--- src/logic/retimer_channel_pkg.sv ---
// Offsets, field positions and reset values of the retimer channel register bank.
`default_nettype none
package retimer_channel_pkg;
    // ****************************************************************
    // Register offsets
    // ****************************************************************
    localparam logic [7:0] CHANNEL_RESET_CONTROL   = 8'h00;
    localparam logic [7:0] CHANNEL_LINK_STATUS     = 8'h01;
    localparam logic [7:0] SELECTABLE_STATUS_WORD  = 8'h02;
    localparam logic [7:0] EQUALISER_BOOST_FORCE   = 8'h03;
    localparam logic [7:0] RESERVED_REG_4          = 8'h04;
    localparam logic [7:0] RESERVED_REG_8          = 8'h08;
    localparam logic [7:0] LOOP_OVERRIDE_ENABLES   = 8'h09;

    // ****************************************************************
    // Field positions
    // ****************************************************************
    localparam int CORE_CLOCK_DISABLE_BIT = 7;
    localparam int CORE_RESET_BIT         = 3;
    localparam int REGS_RESET_BIT         = 2;
    localparam int ALL_COUNTERS_RESET_BIT = 1;
    localparam int FREQ_OFFSET_RESET_BIT  = 0;
    localparam int SIGNAL_PRESENT_BIT     = 7;
    localparam int POLARITY_INV_BIT       = 6;
    localparam int LOCK_LOSS_BIT          = 5;
    localparam int PRBS_LOCK_LSB          = 1;
    localparam int SIGNAL_LOSS_BIT        = 0;
    localparam int VCO_CAP_OV_BIT         = 7;

    // ****************************************************************
    // Reset values
    // ****************************************************************
    localparam logic [7:0] CONTROL_RESET_VALUE  = 8'h00;
    localparam logic [7:0] BOOST_RESET_VALUE    = 8'h00;
    localparam logic [7:0] RESERVED_RESET_VALUE = 8'h01;
    localparam logic [7:0] RESERVED_8_RESET     = 8'h60;
    localparam logic [7:0] OVERRIDE_RESET_VALUE = 8'h00;
    localparam logic [7:0] READ_ZERO            = 8'h00;

    // ****************************************************************
    // Writable storage: offsets 0x03 to 0x09 in one array
    // ****************************************************************
    localparam int STORE_FIRST = 3;
    localparam int STORE_COUNT = 7;
endpackage
`default_nettype wire

--- src/logic/sticky_loss_flag.sv ---
// Sticky flag that records loss of a level after it was once acquired.
`timescale 1ns/1ns
`default_nettype none
module sticky_loss_flag
(
    // Clock and reset.
    input  wire logic clk,
    input  wire logic rst_b,
    // Observed level and clears.
    input  wire logic level,
    input  wire logic clear_read,
    input  wire logic clear_all,
    // Flag.
    output logic      flag
);
    logic acquired;
    logic level_d;
    logic next_acquired;
    logic next_flag;
    logic lost;

    // A loss is a falling level once the level has been acquired.
    always_comb
    begin
        lost          = acquired && level_d && !level;
        next_acquired = acquired || level;
        next_flag     = flag;
        if (clear_read)
        begin
            next_flag = 1'b0;
        end
        // Set wins over a read clear in the same cycle.
        if (lost)
        begin
            next_flag = 1'b1;
        end
        if (clear_all)
        begin
            next_acquired = 1'b0;
            next_flag     = 1'b0;
        end
    end

    // Registers for the flag state.
    always_ff @(posedge clk or negedge rst_b)
    begin
        if (!rst_b)
        begin
            acquired <= 1'b0;
            level_d  <= 1'b0;
            flag     <= 1'b0;
        end
        else
        begin
            acquired <= next_acquired;
            level_d  <= level;
            flag     <= next_flag;
        end
    end
endmodule
`default_nettype wire

--- src/logic/retimer_channel_ctrl_status_regs.sv ---
// Per-channel control and status register bank of a serial retimer channel.
`timescale 1ns/1ns
`default_nettype none
module retimer_channel_ctrl_status_regs
#(
    parameter int CHANNEL_INDEX = 0,
    parameter int CHANNELS      = 16
)
(
    // Clock and reset.
    input  wire logic                  clk,
    input  wire logic                  rst_b,
    // Register access from the serial management slave.
    input  wire logic [7:0]            reg_addr,
    input  wire logic [7:0]            reg_wdata,
    input  wire logic                  reg_write,
    input  wire logic                  reg_read,
    output logic      [7:0]            reg_rdata,
    output logic                       reg_rdata_valid,
    // Shared page selection.
    input  wire logic                  channel_page_select,
    input  wire logic [CHANNELS-1:0]   channel_enable,
    // Channel status sources.
    input  wire logic                  signal_present,
    input  wire logic                  polarity_inverted_flag,
    input  wire logic                  cdr_locked,
    input  wire logic                  prbs31_locked,
    input  wire logic                  prbs15_locked,
    input  wire logic                  prbs9_locked,
    input  wire logic                  prbs7_locked,
    input  wire logic [3:0]            status_view_select,
    input  wire logic [16*8-1:0]       status_words,
    // Equaliser boost force.
    input  wire logic                  eq_force_enable,
    output logic                       eq_boost_forced,
    output logic      [1:0]            eq_stage_a_boost,
    output logic      [1:0]            eq_stage_b_boost,
    output logic      [1:0]            eq_stage_c_boost,
    output logic      [1:0]            eq_stage_d_boost,
    // VCO capacitor count selection.
    input  wire logic [4:0]            vco_cap_internal,
    input  wire logic [4:0]            vco_cap_override_value,
    output logic      [4:0]            vco_cap_count,
    // Core controls.
    output logic                       core_clock_disable,
    output logic                       core_sm_reset,
    output logic                       all_sm_reset,
    output logic                       freq_offset_counter_reset,
    output logic                       eye_monitor_counter_reset,
    output logic                       lock_detect_counter_reset,
    output logic                       band_tune_counter_reset
);
    // ****************************************************************
    // Register storage
    // ****************************************************************
    logic [7:0] control;
    logic [7:0] store      [retimer_channel_pkg::STORE_COUNT];
    logic [7:0] next_control;
    logic [7:0] next_store [retimer_channel_pkg::STORE_COUNT];
    logic [7:0] next_rdata;
    logic       selected;
    logic       access_write;
    logic       access_read;
    logic       regs_reset;
    logic       status_read;
    logic       lock_loss_flag;
    logic       signal_loss_flag;
    logic [7:0] link_status;

    // Reset value of one writable storage slot.
    function automatic logic [7:0] store_default(input int slot);
        if (slot == 0)
        begin
            return retimer_channel_pkg::BOOST_RESET_VALUE;
        end
        else if (slot == int'(retimer_channel_pkg::RESERVED_REG_8) - retimer_channel_pkg::STORE_FIRST)
        begin
            return retimer_channel_pkg::RESERVED_8_RESET;
        end
        else if (slot == retimer_channel_pkg::STORE_COUNT - 1)
        begin
            return retimer_channel_pkg::OVERRIDE_RESET_VALUE;
        end
        return retimer_channel_pkg::RESERVED_RESET_VALUE;
    endfunction

    // Selects one byte out of the packed status word bus.
    function automatic logic [7:0] pick_word(input logic [16*8-1:0] words,
                                             input logic [3:0] sel);
        return words[sel*8 +: 8];
    endfunction

    // ****************************************************************
    // Access decode
    // ****************************************************************
    // page and channel gate
    assign selected     = channel_page_select && channel_enable[CHANNEL_INDEX];
    assign access_write = reg_write && selected;
    assign access_read  = reg_read && selected;
    assign regs_reset   = control[retimer_channel_pkg::REGS_RESET_BIT];
    assign status_read  = access_read && (reg_addr == retimer_channel_pkg::CHANNEL_LINK_STATUS);

    // Lock loss flag: set on loss of acquired CDR lock, cleared by a status read.
    sticky_loss_flag u_lock_loss
    (
        .clk        (clk),
        .rst_b      (rst_b),
        .level      (cdr_locked),
        .clear_read (status_read),
        .clear_all  (regs_reset),
        .flag       (lock_loss_flag)
    );

    // Signal loss flag: set when an acquired input signal disappears.
    sticky_loss_flag u_signal_loss
    (
        .clk        (clk),
        .rst_b      (rst_b),
        .level      (signal_present),
        .clear_read (status_read),
        .clear_all  (regs_reset),
        .flag       (signal_loss_flag)
    );

    assign link_status = {signal_present, polarity_inverted_flag, lock_loss_flag,
                          prbs31_locked, prbs15_locked, prbs9_locked, prbs7_locked,
                          signal_loss_flag};

    // ****************************************************************
    // Register writes and reads
    // ****************************************************************
    // Next register contents and read data.
    always_comb
    begin
        next_control = control;
        next_store   = store;
        next_rdata   = reg_rdata;
        if (access_write)
        begin
            if (reg_addr == retimer_channel_pkg::CHANNEL_RESET_CONTROL)
            begin
                next_control = reg_wdata;
            end
            for (int i = 0; i < retimer_channel_pkg::STORE_COUNT; i++)
            begin
                if (int'(reg_addr) == i + retimer_channel_pkg::STORE_FIRST)
                begin
                    next_store[i] = reg_wdata;
                end
            end
        end
        if (regs_reset)
        begin
            next_control = retimer_channel_pkg::CONTROL_RESET_VALUE;
            for (int i = 0; i < retimer_channel_pkg::STORE_COUNT; i++)
            begin
                next_store[i] = store_default(i);
            end
        end
        if (access_read)
        begin
            next_rdata = retimer_channel_pkg::READ_ZERO;
            if (reg_addr == retimer_channel_pkg::CHANNEL_RESET_CONTROL)
            begin
                next_rdata = control;
            end
            else if (reg_addr == retimer_channel_pkg::CHANNEL_LINK_STATUS)
            begin
                next_rdata = link_status;
            end
            else if (reg_addr == retimer_channel_pkg::SELECTABLE_STATUS_WORD)
            begin
                next_rdata = pick_word(status_words, status_view_select);
            end
            for (int i = 0; i < retimer_channel_pkg::STORE_COUNT; i++)
            begin
                if (int'(reg_addr) == i + retimer_channel_pkg::STORE_FIRST)
                begin
                    next_rdata = store[i];
                end
            end
        end
    end

    // Register state and registered control outputs.
    always_ff @(posedge clk or negedge rst_b)
    begin
        if (!rst_b)
        begin
            control                   <= retimer_channel_pkg::CONTROL_RESET_VALUE;
            for (int i = 0; i < retimer_channel_pkg::STORE_COUNT; i++)
            begin
                store[i] <= store_default(i);
            end
            reg_rdata                 <= retimer_channel_pkg::READ_ZERO;
            reg_rdata_valid           <= 1'b0;
            core_clock_disable        <= 1'b0;
            core_sm_reset             <= 1'b0;
            all_sm_reset              <= 1'b0;
            freq_offset_counter_reset <= 1'b0;
            eye_monitor_counter_reset <= 1'b0;
            lock_detect_counter_reset <= 1'b0;
            band_tune_counter_reset   <= 1'b0;
            eq_boost_forced           <= 1'b0;
            eq_stage_a_boost          <= 2'h0;
            eq_stage_b_boost          <= 2'h0;
            eq_stage_c_boost          <= 2'h0;
            eq_stage_d_boost          <= 2'h0;
            vco_cap_count             <= 5'h00;
        end
        else
        begin
            control         <= next_control;
            store           <= next_store;
            reg_rdata       <= next_rdata;
            reg_rdata_valid <= access_read;
            core_clock_disable <= control[retimer_channel_pkg::CORE_CLOCK_DISABLE_BIT];
            all_sm_reset       <= control[retimer_channel_pkg::CORE_CLOCK_DISABLE_BIT];
            core_sm_reset      <= control[retimer_channel_pkg::CORE_RESET_BIT]
                                  || control[retimer_channel_pkg::CORE_CLOCK_DISABLE_BIT];
            freq_offset_counter_reset <= control[retimer_channel_pkg::FREQ_OFFSET_RESET_BIT]
                                         || control[retimer_channel_pkg::ALL_COUNTERS_RESET_BIT];
            eye_monitor_counter_reset <= control[retimer_channel_pkg::ALL_COUNTERS_RESET_BIT];
            lock_detect_counter_reset <= control[retimer_channel_pkg::ALL_COUNTERS_RESET_BIT];
            band_tune_counter_reset   <= control[retimer_channel_pkg::ALL_COUNTERS_RESET_BIT];
            eq_boost_forced  <= eq_force_enable;
            eq_stage_a_boost <= eq_force_enable ? store[0][7:6] : 2'h0;
            eq_stage_b_boost <= eq_force_enable ? store[0][5:4] : 2'h0;
            eq_stage_c_boost <= eq_force_enable ? store[0][3:2] : 2'h0;
            eq_stage_d_boost <= eq_force_enable ? store[0][1:0] : 2'h0;
            vco_cap_count <= store[retimer_channel_pkg::STORE_COUNT - 1]
                                  [retimer_channel_pkg::VCO_CAP_OV_BIT]
                             ? vco_cap_override_value : vco_cap_internal;
        end
    end
endmodule
`default_nettype wire

--- config.mk ---
export PLATFORM = sky130hd
export DESIGN_NAME = retimer_channel_ctrl_status_regs
export DESIGN_NICKNAME = d
export VERILOG_FILES = /design/src/logic/retimer_channel_pkg.sv /design/src/logic/sticky_loss_flag.sv /design/src/logic/retimer_channel_ctrl_status_regs.sv
export SDC_FILE = /design/constraint.sdc
export NUM_CORES = 1
export LEC_CHECK = 0
export CORE_ASPECT_RATIO = 0.5
export CORE_UTILIZATION = 64
export CTS_BUF_LIST = sky130_fd_sc_hd__clkbuf_16
export CTS_CLUSTER_SIZE = 10
export DETAILED_ROUTE_END_ITERATION = 16
export DONT_BUFFER_PORTS = 1
export GPL_TIMING_DRIVEN = 0
export PLACE_DENSITY = 0.83
export SLEW_MARGIN = 40
export SYNTH_ARGS = -nofsm -noshare
export SYNTH_HDL_FRONTEND = slang
export SYNTH_HIERARCHICAL = 1
export SYNTH_SLANG_ARGS = --single-unit
--- constraint.sdc ---
create_clock -name clk -period 1.9 [get_ports clk]
set_input_delay 0.095 -clock clk [delete_from_list [all_inputs] [get_ports clk]]
set_output_delay 0.095 -clock clk [all_outputs]
set_load 0.01 [all_outputs]
=== Word-level counts from Yosys, hierarchy flattened ===
Cells that the tools add are included.

* Output and inout bits: 30
* Logic and storage cells: 108
* Input port bits: 187
* Flip-flop bits (word level): 97

* Mux-type cells: 37
* Equality and inequality tests: 9
* Reductions and logical operators: 34
* Shifts and indexed selects: 1

{| class="wikitable"
|+ Operators with widths
! cell !! number
|-
| 8-bit 2-to-1 mux || 20
|-
| 128-bit by 8-bit indexed part select with 8-bit output || 1
|-
| 56-bit 2-to-1 mux || 2
|-
| 8-bit by 4-bit equality test with 1-bit output (second input constant) || 4
|-
| 2-bit nonzero test || 9
|-
| 8-bit by 5-bit equality test with 1-bit output (second input constant) || 2
|-
| 2-bit AND reduction || 8
|-
| 1-bit 2-to-1 mux || 9
|-
| 8-bit by 1-bit equality test with 1-bit output (second input constant) || 1
|-
| 8-bit by 2-bit equality test with 1-bit output (second input constant) || 1
|-
| 8-bit by 3-bit equality test with 1-bit output (second input constant) || 1
|-
| 1-bit logical AND || 8
|-
| 8-bit zero test || 1
|-
| 2-bit 2-to-1 mux || 4
|-
| 7-bit 2-to-1 mux || 1
|-
| 3-bit nonzero test || 2
|-
| 5-bit 2-to-1 mux || 1
|-
| 1-bit logical OR || 4
|-
| 1-bit zero test || 2
|}

=== Logic depth before layout (Yosys ltp) ===
Gate-level depths: netlist of run 1.

* Depth in word-level cells: 11
* Depth in mapped cells: 8
* Gate-level depth less buffers: 6

=== By module ===
The synthesis of run 1 kept the hierarchy.

{| class="wikitable"
|+ By module, submodules not included
! module !! seq. area each (µm²) !! instances !! cells each !! area an instance (µm²)
|-
| retimer_channel_ctrl_status_regs || 2284.7 || 1 || 507 || 5392.7
|-
| sticky_loss_flag || 75.1 || 2 || 8 || 100.1
|}

=== Worst setup path after synthesis of run 1 ===
No wires, ideal clock.

* Path type: input-to-reg
* Start: in status_view_select[1]
* End: reg reg_rdata[5]
* Stages on the path: 7
* Setup slack: -84 ps
* Data required time: 1768 ps
* Arrival time: 1852 ps
* Setup time: 132 ps
* Path buffers: 2
* Cell sequence: buf_2 -> clkbuf_1 -> mux4_2 -> a2111oi_0 -> nor4_1 -> a2111oi_0 -> nor2_1

* Word-level cells in the longest chain between the ends: 11

{| class="wikitable"
|+ Ends and longest elaborated chain
! what !! line !! text
|-
| from (decl) || retimer_channel_ctrl_status_regs.sv:31 || <nowiki>input wire logic [3:0] status_view_select,</nowiki>
|-
| 128-bit by 8-bit indexed part select with 8-bit output || retimer_channel_ctrl_status_regs.sv:90 || <nowiki>return words[sel*8 +: 8];</nowiki>
|-
| 8-bit 2-to-1 mux || retimer_channel_ctrl_status_regs.sv:171 || <nowiki>else if (reg_addr == retimer_channel_pkg::SELECTABLE_STATUS_WORD)</nowiki>
|-
| 8-bit 2-to-1 mux || retimer_channel_ctrl_status_regs.sv:167 || <nowiki>else if (reg_addr == retimer_channel_pkg::CHANNEL_LINK_STATUS)</nowiki>
|-
| 8-bit 2-to-1 mux || retimer_channel_ctrl_status_regs.sv:163 || <nowiki>if (reg_addr == retimer_channel_pkg::CHANNEL_RESET_CONTROL)</nowiki>
|-
| 8-bit 2-to-1 mux (7 in series) || retimer_channel_ctrl_status_regs.sv:177 || <nowiki>if (int'(reg_addr) == i + retimer_channel_pkg::STORE_FIRST)</nowiki>
|-
| to (signal assigned) || retimer_channel_ctrl_status_regs.sv:195 || <nowiki>reg_rdata <= retimer_channel_pkg::READ_ZERO;</nowiki>
|-
| to (signal assigned) || retimer_channel_ctrl_status_regs.sv:215 || <nowiki>reg_rdata <= next_rdata;</nowiki>
|-
| to (decl) || retimer_channel_ctrl_status_regs.sv:18 || <nowiki>output logic [7:0] reg_rdata,</nowiki>
|}

No other way between the ends.
A chain may end at the register's enable or synchronous reset.

=== Final worst setup path of run 1 ===
Same ends and word-level chain as after synthesis.

==> results of run 1 <==
[worst paths after layout]
kind,end,start,depth (start not counted),slack (ps)
worst max-delay path,reg_rdata[5],status_view_select[1],7,70
worst min-delay path,control[6],rst_b,0,-560
worst max register to register,reg_rdata[5],store[29],4,70
worst min register to register,all_sm_reset,control[7],0,460
max in group asynchronous,store[32],rst_b,0,2260
min in group clk,store[13],reg_wdata[5],2,10
[flip-flops by register name, indices dropped and copies added (netlist names)]
name / flops
store: 56
control: 8
reg_rdata: 8
vco_cap_count: 5
eq_stage_a_boost: 2
eq_stage_b_boost: 2
eq_stage_c_boost: 2
eq_stage_d_boost: 2
all_sm_reset: 1
band_tune_counter_reset: 1
core_sm_reset: 1
eq_boost_forced: 1
freq_offset_counter_reset: 1
reg_rdata_valid: 1
u_lock_loss/acquired: 1
u_lock_loss/flag: 1
u_lock_loss/level_d: 1
u_signal_loss/acquired: 1
u_signal_loss/flag: 1
u_signal_loss/level_d: 1
[metrics by stage]
stage / TNS (ps) / instance area, sq um / total power, W / setup WS, ps
2_1_floorplan: -308 / 5600 / 0.00252 / -44.4
3_3_place_gp: -13080 / 5740 / 0.00260 / -454
3_5_place_dp: -15390 / 5740 / 0.00261 / -472
4_1_cts: 0 / 6260 / 0.00457 / 18.1
5_1_grt: 0 / 6300 / 0.00472 / 9.02
6_report: 0 / 6300 / 0.00459 / 66.8
[worst reg2reg max path: cells and delay by family (launching register included)]
| kind | cells | cell delay (ps) |
|---|---|---|
| mux | 1 | 490 |
| compound gates | 2 | 730 |
| simple gates | 1 | 80 |
| flops | 1 | 400 |
[layout make-up]
cell class,count,share of cell area
buffer,44,0.0332
clock buffer,9,0.0357
clock inverter,7,0.0151
inverter,4,0.00238
multi-input combinational,378,0.471
sequential,97,0.386
tap,112,0.0222
timing repair buffer,19,0.0334
[power groups by stage]
stage	clock [W]	sequential (W)	combinational (W)
3_3_place_gp	0	0.00220	0.000406
2_1_floorplan	0	0.00219	0.000335
5_1_grt	0.00205	0.00216	0.000506
4_1_cts	0.00195	0.00216	0.000459
6_report	0.00196	0.00216	0.000475
3_5_place_dp	0	0.00220	0.000415
[cell usage in the layout, fill, tap and decap left out, drive strengths merged, types with 2 or more instances in the layout]
cell	instances
nor2b	20
o41ai	3
nor4	4
o221ai	3
mux2	6
clkinvlp	3
nand3	21
a21o	2
a2111oi	8
and3	8
o32ai	3
inv	5
a31oi	7
o21ai	12
dlygate4sd3	17
mux4	30
bufinv	2
nand2b	3
or3	3
nor3	10
dfrtp	91
or2	2
nor2	71
nand2	26
o211ai	2
and2	11
clkbuf	41
a211oi	6
mux2i	58
dfstp	6
or4	2
a32oi	4
a21oi	27
a22o	2
a221o	2
a221oi	3
a32o	2
buf	14
a211o	7
[per-layer routing]
metal,track usage,vias to the layer above,wire (microns)
li1,-,2007,-
met5,0,-,0
met3,0.125,46,2180
met2,0.619,387,8080
met4,0.146,0,488
met1,0.511,2341,6560
[kinds of logic (layout without fill, tap and decap cells)]
| kind of cell | Yosys count | after routing |
|---|---|---|
| mux | 94 | 94 |
| flops | 97 | 97 |
| buf+inv | 48 | 83 |
| simple gates | 184 | 184 |
| compound gates | 100 | 100 |
[what timing repair did]
action	4_1_cts	5_1_grt
setup buffers	1	1
endpoints found under the setup margin	13	24
pin swaps	1	1
gates resized for setup	3	13
endpoints found under the hold margin	142	97
==> flow_summary_export.csv, run 1 <==
group,metric,value,unit
run_status,run_status,"finished, violations left",
run_status,failing_checks,"negative hold slack",
detailed_routing,wirelength,17.3,mm
placement,port_buffers,0,
synth,synth_top_cells_by_area,"sky130_fd_sc_hd__dfrtp_1 41%, sky130_fd_sc_hd__mux4_2 12%, sky130_fd_sc_hd__mux2i_1 10%, sky130_fd_sc_hd__nor2_1 4.7%, sky130_fd_sc_hd__dfstp_2 2.8%",
clock_network,cts.path.max_buffers,2,
clock_network,insertion_delay,350,ps
synth,post-synth-top-area-cell,"sky130_fd_sc_hd__dfrtp_1",
power_and_ir_drop,power.density_cell_area,729,nW/um^2
detailed_routing,first_pass_iters,6,
die,row_count,23,
synth,synth_most_common_cell,"sky130_fd_sc_hd__dfrtp_1",
worst_setup_path,timing.critical_path.mode_cell,"sky130_fd_sc_hd__a2111oi_0",
detailed_routing,via_count,4781,
die,floorplan.io_pins,217,
global_route,grt_antenna_before_repair,0,
clock_network,cts.sink_count,97,
power_and_ir_drop,power.switching_fraction,0.238,
timing,fmax,545,MHz
timing,hold_violations,97,
synth,synth-simple-area-share,0.166,
cells_and_area,final_layout_size_suffix_gt1_frac,0.158,
synth,synth_edf_count,0,
detailed_routing,final_routed_wire_length_divided_by_cell_count,25.8,microns
placement,finalWeightedCongestion,0.905,
die,start_util,0.680,
power_and_ir_drop,max-vdd-ir-drop,0.000440,V
die,die_area,9140,sq um
timing,worst_slew_margin_relative_to_its_limit,0.544,
worst_setup_path,cp_data_required_time,2120,ps
worst_setup_path,setup.worst_path.start_class,"primary input",
timing,final_critical_period,1830,ps
placement,dp.cells,635,
worst_setup_path,worst_path_max_delay_cell,"sky130_fd_sc_hd__a2111oi_0",
worst_setup_path,worst_ep_arrival_time,2050,ps
clock_network,ctsRootBufferMaster,"sky130_fd_sc_hd__clkbuf_16",
timing,worst-slew-pin-transition,684,ps
synth,yosys.cell_types.count,56,
synth,synth_ff_type,"sky130_fd_sc_hd__dfrtp_1",
synth,parity_gate_share_of_the_synthesized_area_counting_xor_and_xnor_cells,0,
synth,syn-cell-area,5590,sq um
synth,postSynth.asyncResetShare,1.00,
timing,finalCritPeriodShare,0.965,
cells_and_area,syn_to_final_growth,12.6,%
global_route,grt_start_max_net_pins,98,
timing,grt_setup_unrepaired,"no",
global_route,first_pass_grt_wire_length,25.7,mm
timing,finalHoldWorstSlack,-563,ps
detailed_routing,remaining_number_of_nets_flagged_by_the_antenna_check_after_routing,0,
synth,ys_seq_area_frac,0.435,
min_path,hp-class,"in -> async",
synth,largest_family_of_logic_cells_by_synthesized_area,"multiplexers",
synth,synth.yosys.warnings,6,
power_and_ir_drop,pwr-share-clk,0.426,
placement,place.detailed.hpwl,12.3,mm
clock_network,tritoncts,"built",
detailed_routing,post_drt_via_cell_ratio,7.14,
worst_setup_path,critical_path.max_stage_delay,470,ps
timing,final_number_of_max_transition_violations,0,
synth,synth_mux_area_frac,0.237,
worst_setup_path,timing.critical_path.buf_inv,2,
clock_network,postCtsHoldBufs,17,
run,timing.max_cap.violations,0,
synth,yosys.area_share.adder,0,
synth,syn-mean-instance-area,10.7,sq um
cells_and_area,multi_input_comb_area,2970,sq um
worst_setup_path,worst-path-max-fanout,10,
synth,synth_cells,523,
clock_network,number_of_levels_in_the_clock_h_tree,3,
timing,setup_violations,0,
synth,synth-compound-area-share,0.125,
cells_and_area,final-instance-count-excl-fill,670,
global_route,overflow,0,
worst_setup_path,timing.critical_path.cells,"buf_2 > clkbuf_4 > mux4_2 > a2111oi_0 > nor4_1 > a2111oi_0 > nor2_1",
die,die_y,68.1,microns
clock_network,numCtsBuffers,9,
timing,fin_skew,5.44,ps
global_route,grt_pass1_vias,4494,
synth,net_count_after_synthesis,710,
cells_and_area,filler_cell_count,552,
die,fp.dieW,134,microns
power_and_ir_drop,power.switching,0.00109,W
cells_and_area,finish.utilization,0.765,
power_and_ir_drop,total_leakage_power,2.83,nW
power_and_ir_drop,power.share.sequential,0.470,
synth,ys_ff_latch,97,
synth,yosys.area.top_type_share,0.407,
cells_and_area,number_of_nets_in_the_layout,740,
cells_and_area,insertedDiodeCount,0,
synth,synth.top_cells.by_count,"91 x sky130_fd_sc_hd__dfrtp_1, 70 x sky130_fd_sc_hd__nor2_1, 58 x sky130_fd_sc_hd__mux2i_1",
detailed_routing,detailedRoute.firstIterationViolations,714,
worst_setup_path,path_delay_family,"compound AO/OA/AOI/OAI gates",
die,core_area,8230,sq um
worst_setup_path,worst-setup-path-type,"in -> reg",
worst_setup_path,cp_endpoint_kind,"register",
power_and_ir_drop,power.share.combinational,0.103,
detailed_routing,drc_errors,0,
clock_network,clk_pin_slew_worst_paths,70,ps
global_route,track_usage,0.390,
power_and_ir_drop,cellInternalPower,0.00350,W
cells_and_area,layout.area.seq,2430,sq um
(Power assumes the default switching activity.)
==> inputs of run 2 (changes only) <==
==> constraint.sdc (replaced) <==
create_clock -name clk -period 2.1 [get_ports clk]
set_input_delay 0.105 -clock clk [delete_from_list [all_inputs] [get_ports clk]]
set_output_delay 0.105 -clock clk [all_outputs]
set_load 0.01 [all_outputs]
==> run 2 against run 1 <==
The flow finishes with violations (negative hold slack, negative setup slack). Clock power shrank 20%. Worst setup slack lost 68 ps. Critical path depth is the same. Cell count grew 0.15%. Critical path type unchanged. Largest cell class unchanged.
==> flow_summary_export.csv, run 2 (synthesis results as in run 1) <==
group,metric,value,unit
run_status,run_status,"finished, violations left",
run_status,failing_checks,"negative hold slack, negative setup slack",
placement,place.detailed.hpwl,12.5,mm
detailed_routing,final_routed_wire_length_divided_by_cell_count,25.8,microns
clock_network,cts.repair_timing.setup_buffer_count,0,
timing,finalHoldWorstSlack,-555,ps
timing,worst-slew-pin-transition,700,ps
cells_and_area,registers.top_by_ff_count,"store",
timing,hold_violations,97,
detailed_routing,post_drt_via_cell_ratio,7.16,
clock_network,cts.sink_count,97,
die,row_count,23,
clock_network,tritoncts,"built",
die,floorplan.io_pins,217,
worst_setup_path,timing.critical_path.mode_cell,"sky130_fd_sc_hd__a2111oi_0",
die,core_area,8230,sq um
die,die_area,9140,sq um
timing,final_critical_period,2100,ps
global_route,track_usage,0.386,
clock_network,clk_pin_slew_worst_paths,70,ps
global_route,grt_pass1_vias,4460,
timing,fin_skew,6.61,ps
cells_and_area,commonest_cells_after_routing_fill_and_taps_aside,"91 x sky130_fd_sc_hd__dfrtp_1, 70 x sky130_fd_sc_hd__nor2_1, 58 x sky130_fd_sc_hd__mux2i_1",
detailed_routing,via_count,4807,
global_route,grt_antenna_before_repair,2,
global_route,first_pass_grt_wire_length,25.2,mm
timing,grt_setup_unrepaired,"no",
detailed_routing,wirelength,17.3,mm
cells_and_area,final-instance-count-excl-fill,671,
worst_setup_path,critical_path.max_stage_delay,530,ps
cells_and_area,final_layout_size_suffix_gt1_frac,0.149,
cells_and_area,mostFrequentLayoutCell,"sky130_fd_sc_hd__dfrtp_1",
timing,finalCritPeriodShare,1.00,
die,fp.dieW,134,microns
detailed_routing,first_pass_iters,6,
global_route,grt_start_max_net_pins,98,
placement,dp.cells,635,
worst_setup_path,setup.worst_path.start_class,"primary input",
worst_setup_path,cp_endpoint_kind,"register",
timing,setup_violations,1,
worst_setup_path,cp_data_required_time,2300,ps
power_and_ir_drop,max-vdd-ir-drop,0.000425,V
clock_network,cts.path.max_buffers,2,
clock_network,postCtsHoldBufs,18,
clock_network,ctsRootBufferMaster,"sky130_fd_sc_hd__clkbuf_16",
worst_setup_path,timing.critical_path.cells,"buf_2 > mux4_2 > nor2b_1 > a2111oi_0 > nor4_1 > a2111oi_0 > nor2_1",
die,start_util,0.680,
placement,finalWeightedCongestion,0.927,
placement,place_ws,-435,ps
min_path,hp-class,"in -> async",
clock_network,numCtsBuffers,9,
worst_setup_path,worst-setup-path-type,"in -> reg",
run,timing.max_cap.violations,0,
clock_network,insertion_delay,350,ps
cells_and_area,syn_to_final_growth,11.2,%
power_and_ir_drop,power.density_cell_area,635,nW/um^2
timing,final_number_of_max_transition_violations,0,
worst_setup_path,worst_path_max_delay_cell,"sky130_fd_sc_hd__mux4_2",
die,die_y,68.1,microns
worst_setup_path,worst_ep_arrival_time,2310,ps
detailed_routing,detailedRoute.firstIterationViolations,635,
cells_and_area,number_of_flip_flops_in_the_largest_register,56,
worst_setup_path,worst-path-max-fanout,10,
placement,port_buffers,0,
timing,fmax,476,MHz
cells_and_area,largestRegisters,"store (56), control (8), reg_rdata (8)",
detailed_routing,remaining_number_of_nets_flagged_by_the_antenna_check_after_routing,0,
power_and_ir_drop,total_leakage_power,2.80,nW
global_route,overflow,0,
cells_and_area,number_of_nets_in_the_layout,739,
timing,worst_slew_margin_relative_to_its_limit,0.532,
timing,post-route-worst-setup-slack,-0.793,ps
power_and_ir_drop,fin_total_pwr,0.00395,W
clock_network,number_of_levels_in_the_clock_h_tree,3,
detailed_routing,drc_errors,0,
==> run 2: per-layer routing <==
metal  vias to the layer above  routed length (microns)  track usage  part of all wire
li1                       2010                        -            -                 -
met1                      2388                     6510        0.494              0.38
met4                         2                      478        0.159             0.028
met3                        56                     2360        0.141              0.14
met5                         -                       10            0           0.00058
met2                       351                     7980        0.607              0.46
==> run 2: report_power, final <==
| part | total, W | internal (W) | switching [W] |
|---|---|---|---|
| combinational | 0.000430 | 0.000206 | 0.000224 |
| sequential | 0.00195 | 0.00191 | 0.0000399 |
| clock | 0.00156 | 0.000812 | 0.000750 |
==> run 2: area by class of cell <==
cell class / instances / area (sq um)
flip-flops and latches: 97 / 2430
plain buffers: 44 / 199
clock inverters: 7 / 53.8
multi-input cells: 378 / 2970
repair buffers: 18 / 180
inverters: 4 / 15.0
fillers: 564 / 2010
clock buffers: 9 / 225
well taps: 112 / 140
diodes: 2 / 5.00
==> run 2: path summary, 6_finish.rpt <==
check | from | to | slack [ps] | depth (start not counted)
min | rst_b | store[29] | -560 | 0
max in group asynchronous | rst_b | store[24] | 2440 | 0
min reg2reg | control[1] | band_tune_counter_reset | 460 | 0
min in group clk | reg_wdata[6] | store[14] | 20 | 2
max | status_view_select[0] | reg_rdata[5] | -0.8 | 7
max reg2reg | store[21] | reg_rdata[5] | 180 | 4
==> run 2: what timing repair did <==
| action | 4_1_cts | 5_1_grt |
|---|---|---|
| endpoints found under the setup margin | 2 | 5 |
| hold endpoints to repair | 142 | 97 |
| gates resized for setup | 2 | 6 |
==> run 2: critical path: cells and delay by family <==
family | cells | cell delay (ps)
compound gates | 2 | 1010
buf+inv | 1 | 270
mux | 1 | 530
simple gates | 3 | 390
==> run 2: through the flow <==
step                      utilization  area (sq um)  TNS [ps]
after floorplan                     -          5590         0
after global placement          0.697          5730     -4600
after detailed placement        0.697          5730     -5270
after CTS                       0.753          6190         0
after global routing            0.755          6220         0
final                           0.756          6220    -0.793
